--- config.mk ---
export PLATFORM = sky130hd
export DESIGN_NAME = apem_top
export DESIGN_NICKNAME = d
export VERILOG_FILES = /design/src/hdl/apem_pkg.sv /design/src/hdl/apem_top.sv
export SDC_FILE = /design/constraint.sdc
export NUM_CORES = 1
export LEC_CHECK = 0
export ABC_AREA = 1
export ABC_CLOCK_PERIOD_IN_PS = 8800
export BUFFER_PORTS_ARGS = -buffer_cell sky130_fd_sc_hd__buf_2
export CAP_MARGIN = 20
export CORE_UTILIZATION = 66
export DETAILED_ROUTE_END_ITERATION = 10
export PLACE_DENSITY = 0.86
export SKIP_LAST_GASP = 1
export SYNTH_ARGS = -nofsm -noshare
export SYNTH_HDL_FRONTEND = slang
export SYNTH_SLANG_ARGS = --single-unit
--- constraint.sdc ---
create_clock -name CLOCK_IN -period 8.8 [get_ports CLOCK_IN]
set_input_delay 0.44 -clock CLOCK_IN [delete_from_list [all_inputs] [get_ports CLOCK_IN]]
set_output_delay 0.44 -clock CLOCK_IN [all_outputs]
set_load 0.02 [all_outputs]
--- src/hdl/apem_pkg.sv ---
// Behaviour
// (RQ1) Measure each master clock over 32-cycle windows; count readable by software.
// (RQ2) Set clock-fail flag whenever measurement lies outside programmed bounds.
// (RQ3) Mute output goes to programmed level on selected error or external request.
// (RQ4) Interrupt requests raised from software-selected error sources.
// (RQ5) Burst mode: sync before current slot completes is unexpected.
// (RQ6) TDM mode: sync only on the exact bit clock before slot 0.
// (RQ7) Sync during current frame is early; frame sync delay overlap is not.
// (RQ8) Early sync: flag, finish current frame, resync on next sync after it.
// (RQ9) Gap after frame end: flag at once, resync on next sync.
// (RQ10) Late sync detection same in both modes; burst late interrupt left off.
// (RQ11) Underrun flag for transmitters when buffer unwritten since previous transfer.
// (RQ12) Underrun checked once per slot; flag sticky until software writes one.
// (RQ13) Biphase mode underrun sends a pair of biphase zeros, four bit times.
// (RQ14) TDM underrun sends continuous zeros; recovery by full port reinitialisation; here clearing the underrun flag ends the zeros.
// (RQ15) Receive transfer into unread buffer sets overrun, overwrites, keeps going.
// (RQ16) Overrun checked once per slot; flag sticky until software writes one.
// (RQ17) Too many data port writes per transmit event sets transmit DMA error.
// (RQ18) Too many data port reads per receive event sets receive DMA error.
// (RQ19) Host writes one word per transmitter per event; reinitialises after errors.
// (RQ20) Clock-fail reported after start-up until one full window is measured.
// (RQ21) Software programs bounds, clears flag, waits, checks before enabling uses.
// (RQ22) Receive side offers interrupt and mute only, no automatic clock switch.
// (RQ23) Mute stays active until enabled flags cleared and external request inactive.
// (RQ24) Fail when latched count below lower bound or running count above upper.
// (RQ25) Each flag has its own interrupt enable; request only when both set.
// (RQ26) Frame sync error flags sticky until software writes one.
package apem_pkg;
    localparam int NSER = 4;
    localparam logic [7:0] TX_STATUS_OFS = 8'h00;
    localparam logic [7:0] RX_STATUS_OFS = 8'h04;
    localparam logic [7:0] TX_IRQ_EN_OFS = 8'h08;
    localparam logic [7:0] RX_IRQ_EN_OFS = 8'h0c;
    localparam logic [7:0] MUTE_CTRL_OFS = 8'h10;
    localparam logic [7:0] TX_CLK_CHECK_OFS = 8'h14;
    localparam logic [7:0] RX_CLK_CHECK_OFS = 8'h18;
    localparam logic [7:0] SERIAL_CFG_OFS = 8'h1c;
    localparam int CFG_DIR_LSB = 0;
    localparam int CFG_EN_LSB = 4;
    localparam int CFG_BURST_LSB = 8;
    localparam int CFG_BMC_BIT = 10;
    localparam int CFG_SLOTS_LSB = 16;
    localparam int CFG_BITS_LSB = 24;
    localparam logic [31:0] CFG_MASK = 32'h1f3f07ff;
    localparam int MUTE_TXEN_LSB = 0;
    localparam int MUTE_RXEN_LSB = 4;
    localparam int MUTE_EXTEN_BIT = 8;
    localparam int MUTE_EXTPOL_BIT = 9;
    localparam int MUTE_LEVEL_BIT = 10;
    localparam int CHK_CNT_LSB = 24;
    localparam logic [3:0] FLAGS_RST = 4'h4;
    localparam logic [10:0] MUTE_CTRL_RST = 11'h000;
    localparam logic [18:0] CHK_RST = 19'h0ff00;
    localparam logic MUTE_OUT_RST = 1'b1;
    localparam logic [4:0] WINDOW_LAST = 5'h1f;
    localparam logic [3:0] BMC_ZEROS = 4'hc;
    localparam logic [2:0] BMC_BITS = 3'h4;

    typedef struct packed {
        logic dma;
        logic clk;
        logic sync;
        logic xrun;
    } apem_flags_type;

    typedef struct packed {
        logic [2:0] ps;
        logic [7:0] hi;
        logic [7:0] lo;
    } apem_chk_type;

    typedef enum logic [1:0] {
        APEM_IDLE = 2'b01,
        APEM_RUN = 2'b10
    } apem_frame_state_type;
endpackage

--- src/hdl/apem_top.sv ---
module apem_top (
    // System
    input wire logic CLOCK_IN,
    input wire logic RESET_IN,
    // APB slave
    input wire logic PSEL_IN,
    input wire logic PENABLE_IN,
    input wire logic PWRITE_IN,
    input wire logic [7:0] PADDR_IN,
    input wire logic [31:0] PWDATA_IN,
    output logic [31:0] PRDATA_OUT,
    output logic PREADY_OUT,
    output logic PSLVERR_OUT,
    // Serial pins
    input wire logic TX_MASTER_CLOCK_IN,
    input wire logic RX_MASTER_CLOCK_IN,
    input wire logic TX_BIT_CLOCK_IN,
    input wire logic TX_FRAME_SYNC_IN,
    input wire logic RX_BIT_CLOCK_IN,
    input wire logic RX_FRAME_SYNC_IN,
    input wire logic EXT_MUTE_REQUEST_IN,
    // Serializer and data port events
    input wire logic TX_SLOT_XFER_IN,
    input wire logic RX_SLOT_XFER_IN,
    input wire logic DATA_WRITE_IN,
    input wire logic DATA_READ_IN,
    // Outputs
    output logic MUTE_OUTPUT_OUT,
    output logic TX_IRQ_OUT,
    output logic RX_IRQ_OUT,
    output logic TX_FILL_ACTIVE_OUT,
    output logic TX_FILL_DATA_OUT
);
    localparam logic [3:0] SEL_CFG = 4'h7;
    localparam logic [3:0] SEL_MUTE = 4'h4;
    localparam logic [3:0] SEL_NONE = 4'h8;

    function automatic logic [3:0] reg_sel(input logic [7:0] a);
        logic [3:0] r;
        r = SEL_NONE;
        if (a == apem_pkg::TX_STATUS_OFS)
            r = 4'h0;
        else if (a == apem_pkg::RX_STATUS_OFS)
            r = 4'h1;
        else if (a == apem_pkg::TX_IRQ_EN_OFS)
            r = 4'h2;
        else if (a == apem_pkg::RX_IRQ_EN_OFS)
            r = 4'h3;
        else if (a == apem_pkg::MUTE_CTRL_OFS)
            r = SEL_MUTE;
        else if (a == apem_pkg::TX_CLK_CHECK_OFS)
            r = 4'h5;
        else if (a == apem_pkg::RX_CLK_CHECK_OFS)
            r = 4'h6;
        else if (a == apem_pkg::SERIAL_CFG_OFS)
            r = SEL_CFG;
        return r;
    endfunction

    function automatic logic [2:0] pop4(input logic [3:0] m);
        return 3'({2'h0, m[0]} + {2'h0, m[1]} + {2'h0, m[2]} + {2'h0, m[3]});
    endfunction

    // One-hot pick of the n-th set bit, counted from bit 0
    function automatic logic [3:0] nth4(input logic [3:0] m, input logic [2:0] n);
        logic [3:0] r;
        logic [2:0] k;
        r = 4'h0;
        k = 3'h0;
        for (int i = 0; i < apem_pkg::NSER; i++)
        begin
            if (m[i])
            begin
                if (k == n)
                    r[i] = 1'b1;
                k = k + 3'h1;
            end
        end
        return r;
    endfunction

    // Pin synchronisers; stage three only feeds edge detection
    logic [6:0] pin_raw;
    logic [6:0] pin_s1_q;
    logic [6:0] pin_s2_q;
    logic [6:0] pin_s3_q;
    assign pin_raw = {EXT_MUTE_REQUEST_IN, RX_FRAME_SYNC_IN, RX_BIT_CLOCK_IN,
        TX_FRAME_SYNC_IN, TX_BIT_CLOCK_IN, RX_MASTER_CLOCK_IN, TX_MASTER_CLOCK_IN};

    always_ff @(posedge CLOCK_IN)
    begin
        if (RESET_IN)
        begin
            pin_s1_q <= 7'h00;
            pin_s2_q <= 7'h00;
            pin_s3_q <= 7'h00;
        end
        else
        begin
            pin_s1_q <= pin_raw;
            pin_s2_q <= pin_s1_q;
            pin_s3_q <= pin_s2_q;
        end
    end

    // APB: one wait state so read data leaves a flip-flop
    logic pready_q;
    logic pslverr_q;
    logic [31:0] prdata_q;
    logic setup_acc;
    logic wr_commit;
    logic [3:0] sel;
    logic [31:0] rd_val;
    assign sel = reg_sel(PADDR_IN);
    assign setup_acc = PSEL_IN & PENABLE_IN & ~pready_q;
    assign wr_commit = PSEL_IN & PENABLE_IN & pready_q & PWRITE_IN;

    apem_pkg::apem_flags_type flags_q [2];
    logic [3:0] irq_en_q [2];
    apem_pkg::apem_chk_type chk_q [2];
    logic [7:0] cnt_q [2];
    logic [10:0] mute_ctl_q;
    logic [31:0] cfg_q;
    logic irq_q [2];

    always_comb
    begin
        rd_val = 32'h0;
        if (sel == SEL_MUTE)
            rd_val = {21'h0, mute_ctl_q};
        else if (sel == SEL_CFG)
            rd_val = cfg_q;
        else if (sel == 4'h0 || sel == 4'h1)
            rd_val = {28'h0, flags_q[sel[0]]};
        else if (sel == 4'h2 || sel == 4'h3)
            rd_val = {28'h0, irq_en_q[sel[0]]};
        else if (sel == 4'h5 || sel == 4'h6)
            rd_val = {cnt_q[~sel[0]], 5'h0, chk_q[~sel[0]]}; // RQ1
    end

    always_ff @(posedge CLOCK_IN)
    begin
        if (RESET_IN)
        begin
            pready_q <= 1'b0;
            pslverr_q <= 1'b0;
            prdata_q <= 32'h0;
        end
        else
        begin
            pready_q <= setup_acc;
            if (setup_acc)
            begin
                pslverr_q <= (sel == SEL_NONE);
                prdata_q <= PWRITE_IN ? 32'h0 : rd_val;
            end
        end
    end

    always_ff @(posedge CLOCK_IN)
    begin
        if (RESET_IN)
        begin
            mute_ctl_q <= apem_pkg::MUTE_CTRL_RST;
            cfg_q <= 32'h0;
        end
        else if (wr_commit)
        begin
            if (sel == SEL_MUTE)
                mute_ctl_q <= PWDATA_IN[10:0];
            else if (sel == SEL_CFG)
                cfg_q <= PWDATA_IN & apem_pkg::CFG_MASK;
        end
    end

    // Serializer membership: direction bit high means transmitter
    logic [3:0] member [2];
    logic [3:0] fresh_q;
    logic [3:0] hit [2];
    logic xfer [2];
    logic port_acc [2];
    logic xrun_set [2];
    logic dma_set [2];
    logic sync_set [2];
    logic clk_set [2];
    logic bedge [2];
    logic bmc_mode;
    assign bmc_mode = cfg_q[apem_pkg::CFG_BMC_BIT];
    assign member[0] = cfg_q[apem_pkg::CFG_EN_LSB +: 4] & cfg_q[apem_pkg::CFG_DIR_LSB +: 4];
    assign member[1] = cfg_q[apem_pkg::CFG_EN_LSB +: 4] & ~cfg_q[apem_pkg::CFG_DIR_LSB +: 4];
    assign xfer[0] = TX_SLOT_XFER_IN;
    assign xfer[1] = RX_SLOT_XFER_IN;
    assign port_acc[0] = DATA_WRITE_IN;
    assign port_acc[1] = DATA_READ_IN;
    // One transfer strobe per slot, so each slot is checked once
    assign xrun_set[0] = xfer[0] & |(member[0] & ~fresh_q); // RQ11 RQ12
    assign xrun_set[1] = xfer[1] & |(member[1] & fresh_q); // RQ15 RQ16

    // Write during a transmit transfer counts as fresh; set beats clear
    always_ff @(posedge CLOCK_IN)
    begin
        if (RESET_IN)
            fresh_q <= 4'h0;
        else
            fresh_q <= ((((fresh_q & ~(xfer[0] ? member[0] : 4'h0)) | hit[0]) & ~hit[1])
                | (xfer[1] ? member[1] : 4'h0)) & (member[0] | member[1]); // RQ15
    end

    genvar s;
    generate
        for (s = 0; s < 2; s++)
        begin : g_sec
            // Data port word count per DMA event
            logic [2:0] wcnt_q;
            assign dma_set[s] = port_acc[s] & (wcnt_q >= pop4(member[s])); // RQ17 RQ18
            assign hit[s] = (port_acc[s] & ~dma_set[s]) ? nth4(member[s], wcnt_q) : 4'h0;

            always_ff @(posedge CLOCK_IN)
            begin
                if (RESET_IN)
                    wcnt_q <= 3'h0;
                else if (xfer[s])
                    wcnt_q <= 3'h0;
                else if (port_acc[s] & ~dma_set[s])
                    wcnt_q <= wcnt_q + 3'h1;
            end

            // Clock check: count prescaled system ticks over 32 master edges
            logic [7:0] pre_q;
            logic [7:0] mask;
            logic [4:0] edges_q;
            logic [8:0] run_q;
            logic valid_q;
            logic medge;
            logic latch;
            logic [7:0] run_sat;
            assign medge = pin_s2_q[s] & ~pin_s3_q[s];
            assign latch = medge & (edges_q == apem_pkg::WINDOW_LAST); // RQ1
            assign mask = 8'((9'h001 << chk_q[s].ps) - 9'h001);
            assign run_sat = run_q[8] ? 8'hff : run_q[7:0];
            // Upper bound uses the running count so a stopped clock still fails
            assign clk_set[s] = ~valid_q | (latch & (run_sat < chk_q[s].lo))
                | (run_q > {1'b0, chk_q[s].hi}); // RQ2 RQ20 RQ24

            always_ff @(posedge CLOCK_IN)
            begin
                if (RESET_IN)
                begin
                    pre_q <= 8'h00;
                    edges_q <= 5'h00;
                    run_q <= 9'h000;
                    valid_q <= 1'b0;
                    cnt_q[s] <= 8'h00;
                end
                else
                begin
                    pre_q <= pre_q + 8'h01;
                    if (medge)
                        edges_q <= edges_q + 5'h01;
                    if (latch)
                    begin
                        run_q <= 9'h000;
                        cnt_q[s] <= run_sat; // RQ1
                        valid_q <= 1'b1; // RQ20
                    end
                    else if (((pre_q & mask) == mask) && !run_q[8])
                        run_q <= run_q + 9'h001;
                end
            end

            // Frame sync checker, in sync-to-sync period terms
            apem_pkg::apem_frame_state_type st_q;
            logic [11:0] fcnt_q;
            logic [11:0] last;
            logic fs_prev_q;
            logic fs;
            logic sync_ev;
            logic at_end;
            logic [5:0] slots_m1;
            logic [4:0] bits_m1;
            assign slots_m1 = cfg_q[apem_pkg::CFG_SLOTS_LSB +: 6];
            assign bits_m1 = cfg_q[apem_pkg::CFG_BITS_LSB +: 5];
            assign bedge[s] = pin_s2_q[2 + 2 * s] & ~pin_s3_q[2 + 2 * s];
            assign fs = pin_s2_q[3 + 2 * s];
            assign sync_ev = bedge[s] & fs & ~fs_prev_q;
            assign last = cfg_q[apem_pkg::CFG_BURST_LSB + s] ? {7'h0, bits_m1} // RQ5
                : 12'(({6'h0, slots_m1} + 12'h1) * ({7'h0, bits_m1} + 12'h1) - 12'h1); // RQ6
            assign at_end = (fcnt_q == last);
            // Delay shifts data, not the sync period, so delay overlap is never early
            assign sync_set[s] = bedge[s] & (st_q == apem_pkg::APEM_RUN)
                & (sync_ev ? ~at_end : at_end); // RQ7 RQ8 RQ9 RQ10

            always_ff @(posedge CLOCK_IN)
            begin
                if (RESET_IN)
                begin
                    st_q <= apem_pkg::APEM_IDLE;
                    fcnt_q <= 12'h000;
                    fs_prev_q <= 1'b0;
                end
                else
                begin
                    if (bedge[s])
                        fs_prev_q <= fs;
                    case (st_q)
                        apem_pkg::APEM_IDLE:
                        begin
                            if (sync_ev)
                            begin
                                st_q <= apem_pkg::APEM_RUN; // RQ9
                                fcnt_q <= 12'h000;
                            end
                        end
                        apem_pkg::APEM_RUN:
                        begin
                            if (bedge[s] && at_end)
                            begin
                                if (sync_ev)
                                    fcnt_q <= 12'h000;
                                else
                                    st_q <= apem_pkg::APEM_IDLE; // RQ9
                            end
                            else if (bedge[s])
                                fcnt_q <= fcnt_q + 12'h001; // RQ8
                        end
                        default:
                            st_q <= apem_pkg::APEM_IDLE;
                    endcase
                end
            end

            // Status, enables, bounds
            logic [3:0] clr;
            logic [3:0] set_v;
            assign clr = (wr_commit && sel == 4'(s)) ? PWDATA_IN[3:0] : 4'h0;
            assign set_v = {dma_set[s], clk_set[s], sync_set[s], xrun_set[s]};

            always_ff @(posedge CLOCK_IN)
            begin
                if (RESET_IN)
                begin
                    flags_q[s] <= apem_pkg::FLAGS_RST;
                    irq_en_q[s] <= 4'h0;
                    chk_q[s] <= apem_pkg::CHK_RST;
                    irq_q[s] <= 1'b0;
                end
                else
                begin
                    flags_q[s] <= (flags_q[s] & ~clr) | set_v; // RQ12 RQ16 RQ26
                    irq_q[s] <= |(flags_q[s] & irq_en_q[s]); // RQ4 RQ25
                    if (wr_commit && sel == 4'(2 + s))
                        irq_en_q[s] <= PWDATA_IN[3:0];
                    if (wr_commit && sel == 4'(5 + s))
                        chk_q[s] <= PWDATA_IN[18:0];
                end
            end

        end
    endgenerate

    // Underrun fill: biphase zero pair, or zeros held while flagged
    logic fill_active_q;
    logic fill_data_q;
    logic [3:0] bmc_sh_q;
    logic [2:0] bmc_left_q;

    always_ff @(posedge CLOCK_IN)
    begin
        if (RESET_IN)
        begin
            fill_active_q <= 1'b0;
            fill_data_q <= 1'b0;
            bmc_sh_q <= 4'h0;
            bmc_left_q <= 3'h0;
        end
        else if (xrun_set[0] && bmc_mode)
        begin
            bmc_sh_q <= apem_pkg::BMC_ZEROS; // RQ13
            bmc_left_q <= apem_pkg::BMC_BITS;
            fill_active_q <= 1'b1;
            fill_data_q <= apem_pkg::BMC_ZEROS[3];
        end
        else if (bmc_left_q != 3'h0)
        begin
            fill_active_q <= 1'b1;
            fill_data_q <= bmc_sh_q[3];
            if (bedge[0])
            begin
                bmc_sh_q <= {bmc_sh_q[2:0], 1'b0};
                bmc_left_q <= bmc_left_q - 3'h1; // RQ13
            end
        end
        else
        begin
            // Clearing the underrun flag or a reset ends this; the converters see silence meanwhile
            fill_active_q <= (xrun_set[0] | flags_q[0].xrun) & ~bmc_mode; // RQ14
            fill_data_q <= 1'b0;
        end
    end

    // Mute
    logic mute_q;
    logic mute_src;
    logic mute_level;
    assign mute_level = mute_ctl_q[apem_pkg::MUTE_LEVEL_BIT];
    assign mute_src = |(flags_q[0] & mute_ctl_q[apem_pkg::MUTE_TXEN_LSB +: 4])
        | |(flags_q[1] & mute_ctl_q[apem_pkg::MUTE_RXEN_LSB +: 4])
        | (mute_ctl_q[apem_pkg::MUTE_EXTEN_BIT]
        & (pin_s2_q[6] == mute_ctl_q[apem_pkg::MUTE_EXTPOL_BIT]));

    always_ff @(posedge CLOCK_IN)
    begin
        if (RESET_IN)
            mute_q <= apem_pkg::MUTE_OUT_RST;
        else
            mute_q <= mute_src ? mute_level : ~mute_level; // RQ3 RQ23
    end

    assign PRDATA_OUT = prdata_q;
    assign PREADY_OUT = pready_q;
    assign PSLVERR_OUT = pslverr_q;
    assign MUTE_OUTPUT_OUT = mute_q;
    assign TX_IRQ_OUT = irq_q[0];
    assign RX_IRQ_OUT = irq_q[1];
    assign TX_FILL_ACTIVE_OUT = fill_active_q;
    assign TX_FILL_DATA_OUT = fill_data_q;
endmodule

# After elaboration in Yosys (flattened, before gate mapping)
# Memory sizes are Yosys's and may differ from the RTL's.
# Cells that the tools add are included.
op_classes:
  bitwise_logic: 88
  n_mul: 1
  muxes: 106
  order_cmp: 6
  n_addsub: 26
  shift: 2
  reduce_logical: 44
  eq_ne: 40
op_table:
  columns: ["op", "n"]
  rows:
  - ["$mux W32", 6]
  - ["$mux W12", 8]
  - ["$mux W4", 21]
  - ["$and A4 B4 Y4", 13]
  - ["$mux W1", 48]
  - ["$pmux W12 S2", 2]
  - ["$mux W19", 2]
  - ["$eq A8 B5 Y1 const B", 4]
  - ["$mux W8", 4]
  - ["$and A1 B1 Y1", 28]
  - ["$add A12 B1 Y12 const B", 2]
  - ["$eq A12 B12 Y1", 2]
  - ["$not A4 Y4", 6]
  - ["$reduce_or A4 Y1", 6]
  - ["$mux W3", 7]
  - ["$or A4 B4 Y4", 5]
  - ["$add A3 B1 Y3 const B", 6]
  - ["$add A9 B1 Y9 const B", 2]
  - ["$eq A3 B3 Y1", 6]
  - ["$gt A9 B8 Y1", 2]
  - ["$not A1 Y1", 17]
  - ["$or A1 B1 Y1", 17]
  - ["$add A8 B1 Y8 const B", 2]
  - ["$and A8 B8 Y8", 2]
  - ["other kinds (40)", 95]
word_totals:
  mem_count: 5
  reg_bits: 180
  input_bits: 56
  ram_bits: 72
memory_table:
  columns: ["memory", "words", "width", "read_ports", "rd_ports_with_merged_regs", "write_ports", "line_no", "source"]
  rows:
  - ["chk_q", 2, 19, 3, 0, 2, "apem_top.sv:120", "apem_pkg::apem_chk_type chk_q [2];"]
  - ["cnt_q", 2, 8, 1, 0, 2, "apem_top.sv:121", "logic [7:0] cnt_q [2];"]
  - ["flags_q", 2, 4, 3, 0, 2, "apem_top.sv:118", "apem_pkg::apem_flags_type flags_q [2];"]
  - ["irq_en_q", 2, 4, 3, 0, 2, "apem_top.sv:119", "logic [3:0] irq_en_q [2];"]
  - ["irq_q", 2, 1, 2, 0, 2, "apem_top.sv:124", "logic irq_q [2];"]

# Depth between registers and ports, before layout
logic_depth:
  ltp_word: 17
  mapped_depth: 35

# Worst setup path before layout
# Ideal clock, no wire load.
synth_path:
  kind: "reg2reg"
  start: "reg cfg_q[16]"
  end: "reg g_sec[0].fcnt_q[9]"
  setup_time_ns: 0.117
  stages_incl_launch_ff: 32
  t_arrival_ns: 4.921
  setup_slack_ns: 3.762
  synth_period_minus_slack_ns: 5.038
  path_cell_list: "dfxtp_1 ha_1 nand3_1 nand2_1 inv_1 nor2_1 nand2_1 fa_1 fa_1 fa_1 inv_1 fa_1 ha_1 nand2_1 inv_1 nand2_1 nand3_1 nand2_1 nand2_1 nand3_1 nand2_1 inv_1 nand3_2 nor2_4 nand4_4 nand2_2 buf_6 inv_2 nand2_1 nand2_1 nor2_1 nor2_1"
synth_via:
  elab_chain_cells: 8
  word_cells_on_any_way: 10
  cone_classes: "add/sub (2); mul (1); eq/ne (2); mux (3); reduce/logical (2)"
synth_lines:
  columns: ["element", "line_no", "source"]
  rows:
  - ["start: declaration", "apem_top.sv:123", "logic [31:0] cfg_q;"]
  - ["start signal: assignment", "apem_top.sv:172", "cfg_q <= PWDATA_IN & apem_pkg::CFG_MASK;"]
  - ["$add A6 B1 Y7 *", "apem_top.sv:287", ": 12'(({6'h0, slots_m1} + 12'h1) * ({7'h0, bits_m1} + 12'h1) - 12'h1);"]
  - ["$mul A7 B6 Y12 *", "apem_top.sv:287", null]
  - ["$sub A12 B1 Y12 *", "apem_top.sv:287", null]
  - ["$mux W12 *", "apem_top.sv:286", "assign last = cfg_q[apem_pkg::CFG_BURST_LSB + s] ? {7'h0, bits_m1}"]
  - ["$eq A12 B12 Y1 *", "apem_top.sv:288", "assign at_end = (fcnt_q == last);"]
  - ["$logic_and A1 B1 Y1 *", "apem_top.sv:316", "if (bedge[s] && at_end)"]
  - ["$mux W12 / $ne A3 B2 Y1 (equally long branches)", null, null]
  - ["$pmux W12 S2 / $reduce_and A2 Y1 (equally long branches)", null, null]
  - ["end signal: assignment", "apem_top.sv:324", "fcnt_q <= fcnt_q + 12'h001;"]
  - ["end: declaration", "apem_top.sv:273", "logic [11:0] fcnt_q;"]
# Every way passes the cells marked *; elsewhere a longest branch is shown, timed or not.
# A chain may end at the register's enable or synchronous reset.

# Worst setup path after layout
layout_path:
  start: "reg cfg_q[16]"
  end: "reg g_sec[1].fcnt_q[7]"
layout_via:
  elab_chain_cells: 8
  word_cells_on_any_way: 10
  cone_classes: "add/sub (2); mul (1); eq/ne (2); mux (3); reduce/logical (2)"
layout_lines:
  columns: ["element", "line_no"]
  rows:
  - ["$add A6 B1 Y7 *", "apem_top.sv:287"]
  - ["$mul A7 B6 Y12 *", "apem_top.sv:287"]
  - ["$sub A12 B1 Y12 *", "apem_top.sv:287"]
  - ["$mux W12 *", "apem_top.sv:286"]
  - ["$eq A12 B12 Y1 *", "apem_top.sv:288"]
  - ["$logic_and A1 B1 Y1 *", "apem_top.sv:316"]
  - ["$mux W12 / $ne A3 B2 Y1 (equally long branches)", null]
  - ["$pmux W12 S2 / $reduce_and A2 Y1 (equally long branches)", null]
  - ["end signal: assignment", "apem_top.sv:324"]
  - ["end: declaration", "apem_top.sv:273"]
# Marked as above.

==> impl_metrics.tcl <==
set metrics [dict create \
    dp_cells 2377 \
    cts_resized 0 \
    cts_root_buf "clkbuf_16" \
    grt_pass1_vias 13292 \
    wire_per_inst_um 16.3 \
    total_power_uw 2730 \
    arrival_ns 6.58 \
    wl_um 39600 \
    holdBufCountCts 0 \
    yosysTopAreaCell "dfxtp_1" \
    via_per_inst 5.81 \
    num_vias 14110 \
    setup_viol 0 \
    critPathCaptureType "flop" \
    placed_area_mm2 0.0156 \
    min-delay-start "TX_MASTER_CLOCK_IN" \
    seqCellArea_mm2 0.00557 \
    die_h_um 153 \
    status "complete, but fails checks" \
    max_cap_violations 0 \
    slew_headroom_pct 38.0 \
    syn_to_final_growth_pct 9.86 \
    place_congestion 0.972 \
    grt-ovfl-total 0 \
    power_frac_seq_pct 45.7 \
    rows 54 \
    tritoncts "built" \
    syn_area_mm2 0.0150 \
    period_minus_slack_ns 6.13 \
    layout-drive-gt1-share_pct 7.68 \
    final_area_mm2 0.0165 \
    n_fill_cell 1694 \
    final_common_cell "nand2_1" \
    swShare_pct 28.0 \
    grt_pass1_wl_um 63500 \
    r2r-end "g_sec[1].fcnt_q[7]" \
    critical-path-max-stage-delay_ns 0.57 \
    syn_avg_cell_area_um2 7.27 \
    crit_path_frequent_cell "nand2_1" \
    dr.pass1.iters 8 \
    drv_slew 0 \
    cp_slowest_cell "fa_1" \
    reg2reg_depth 29 \
    grt.total_usage_pct 33.5 \
    hold_path_class "in2reg" \
    core_mm2 0.0220 \
    synthTopCellsByArea "dfxtp_1 25%, edfxtp_1 12%, nand2_1 10%" \
    io_buffers 87 \
    hold_depth 3 \
    intPower_uw 1970 \
    rr_startpoint "cfg_q[16]" \
    async_flop_share_pct 0 \
    hold_end "pin_s1_q[0]" \
    synthFlopType "dfxtp_1" \
    violations "design-rule violations" \
    cp-start-kind "flop" \
    antenna_found_initial 0 \
    crit_type "reg2reg" \
    path_clk_slew_ns 0.06 \
    clock-sinks 247 \
    fp.dieW_um 153 \
    fin_nets 2304 \
    power_switching_uw 763 \
    period_share_pct 69.7 \
    final_cell_mix "414 x nand2_1, 344 x inv_1, 221 x nor2_1" \
    antenna_cells 0 \
    synth_edf_count 62 \
    cp.required_ns 9.24 \
    skew_ns 0.0274 \
    worstPathMaxFanout 13 \
    rrSetupSlack_ns 2.67 \
    combPwrFrac_pct 13.6 \
    drc 2 \
    irDropWorstVdd_mv 0.159 \
    fin_setup_tns_ns 0 \
    hpwl_um 29200 \
    leakage_uw 0.00756 \
    cts_buffers 27 \
    synth-seq-area-share_pct 37.2 \
    start_util_pct 68.0 \
    synthCells 2062 \
    rsz0062_at_grt "false" \
    io_pins 95 \
    grt_max_degree 76 \
    max_freq_mhz 163 \
    synth-seq-cells 247 \
    die-area_mm2 0.0233 \
    tightest_slew_ns 0.929 \
    post_cts_buffers 0 \
    p_per_area_mw_per_mm2 166 \
    clkPwrFrac_pct 40.7 \
    yosys_warnings 0 \
    finalHoldViolations 0 \
    clock_latency_ns 0.56 \
    clockBufferDepth 3 \
    cts_max_level 1 \
    drt.antenna.violating_nets 0 \
    drt_iter0_drc 1414 \
    multi_input_area_mm2 0.00783 \
    synth_top_area_share_pct 24.7 \
    synth_cell_types 58 \
    layoutNonFillerInstCount 2429 \
]
cell type report:
type                    count  share of cell area [%]
inverters                 353                    8.05
repair buffers             95                    3.15
flip-flops and latches    247                    33.8
clock buffers              42                    4.69
clock inverters             8                   0.570
multi-input cells        1404                    47.6
well taps                 280                    2.13
kinds of logic after synthesis:
| family | Yosys count | synth area share (%) |
|---|---|---|
| AOI/OAI and AO/OA | 388 | 14.6 |
| buffers and inverters | 412 | 10.6 |
| xor gates and xnor gates | 35 | 2.05 |
| other | 1 | 0.0250 |
| and+or+nand+nor | 858 | 24.3 |
| muxes | 1 | 0.0668 |
| DFF | 247 | 37.2 |
| adders and majority gates | 120 | 11.2 |
power by group through the flow:
stage	logic, uW	clock network [uW]	registers, uW
2_1_floorplan	282	0	1260
3_5_place_dp	356	0	1270
6_report	373	1110	1250
4_1_cts	359	1110	1250
3_3_place_gp	342	0	1270
5_1_grt	419	1160	1250
worst max path at each step:
stage	from	end	slack [ns]	cells past startpoint
2_1_floorplan	cfg_q[16]	g_sec[0].fcnt_q[9]	3.76	31
3_3_place_gp	cfg_q[16]	g_sec[1].fcnt_q[7]	2.84	29
3_5_place_dp	cfg_q[16]	g_sec[1].fcnt_q[7]	2.73	29
4_1_cts	cfg_q[16]	g_sec[1].fcnt_q[7]	2.73	29
5_1_grt	cfg_q[16]	g_sec[1].fcnt_q[4]	2.22	29
6_report	cfg_q[16]	g_sec[1].fcnt_q[7]	2.67	29
cell usage after synthesis, types with 9 or more instances:
cell type,number
a21oi_1,168
clkbuf_1,44
dfxtp_1,185
edfxtp_1,62
fa_1,24
ha_1,96
inv_1,345
nand2_1,414
nand2_2,9
nand3_1,122
nand4_1,25
nor2_1,221
nor3_1,40
o211ai_1,20
o21ai_0,132
xor2_1,32
layer usage:
metal	up-vias	global-route usage, %	part of all wire (%)	routed length [um]
li1	6862	-	-	-
met5	-	0	0	0
met4	0	15.1	3.9	1540
met2	632	58.9	49	19200
met1	6502	41.0	39	15400
met3	114	4.44	8.4	3340
worst max-delay path, delay by kind of cell (launching register included):
| family | cells | cell delay, ns |
|---|---|---|
| adder cells (fa/ha/maj) | 6 | 2.69 |
| AND/OR/NAND/NOR | 17 | 2.36 |
| flip-flops | 1 | 0.52 |
| buffers and inverters | 5 | 0.35 |
| AO/OA/AOI/OAI | 1 | 0.10 |
state kept, by name, indices dropped and copies added (netlist names), 2 cells and up:
signal           flops
PRDATA_OUT          30
bmc_left_q           3
bmc_sh_q             2
cfg_q               22
chk_q               38
cnt_q               16
flags_q              8
fresh_q              4
g_sec.edges_q       10
g_sec.fcnt_q        24
g_sec.fs_prev_q      2
g_sec.pre_q         14
g_sec.run_q         18
g_sec.st_q           4
g_sec.valid_q        2
g_sec.wcnt_q         6
irq_en_q             8
irq_q                2
mute_ctl_q          11
pin_s1_q             7
pin_s2_q             7
pin_s3_q             4
through the flow:
stage,hold WS (ns),utilization (%),setup WS (ns)
after floorplan,0.388,-,3.76
after global placement,0.395,70.6,2.84
after detailed placement,0.395,70.6,2.73
after CTS,0.0819,74.6,2.73
after global routing,0.0960,74.7,2.22
final,0.0844,74.7,2.67
No activity file was read; power rests on OpenSTA's default activity.
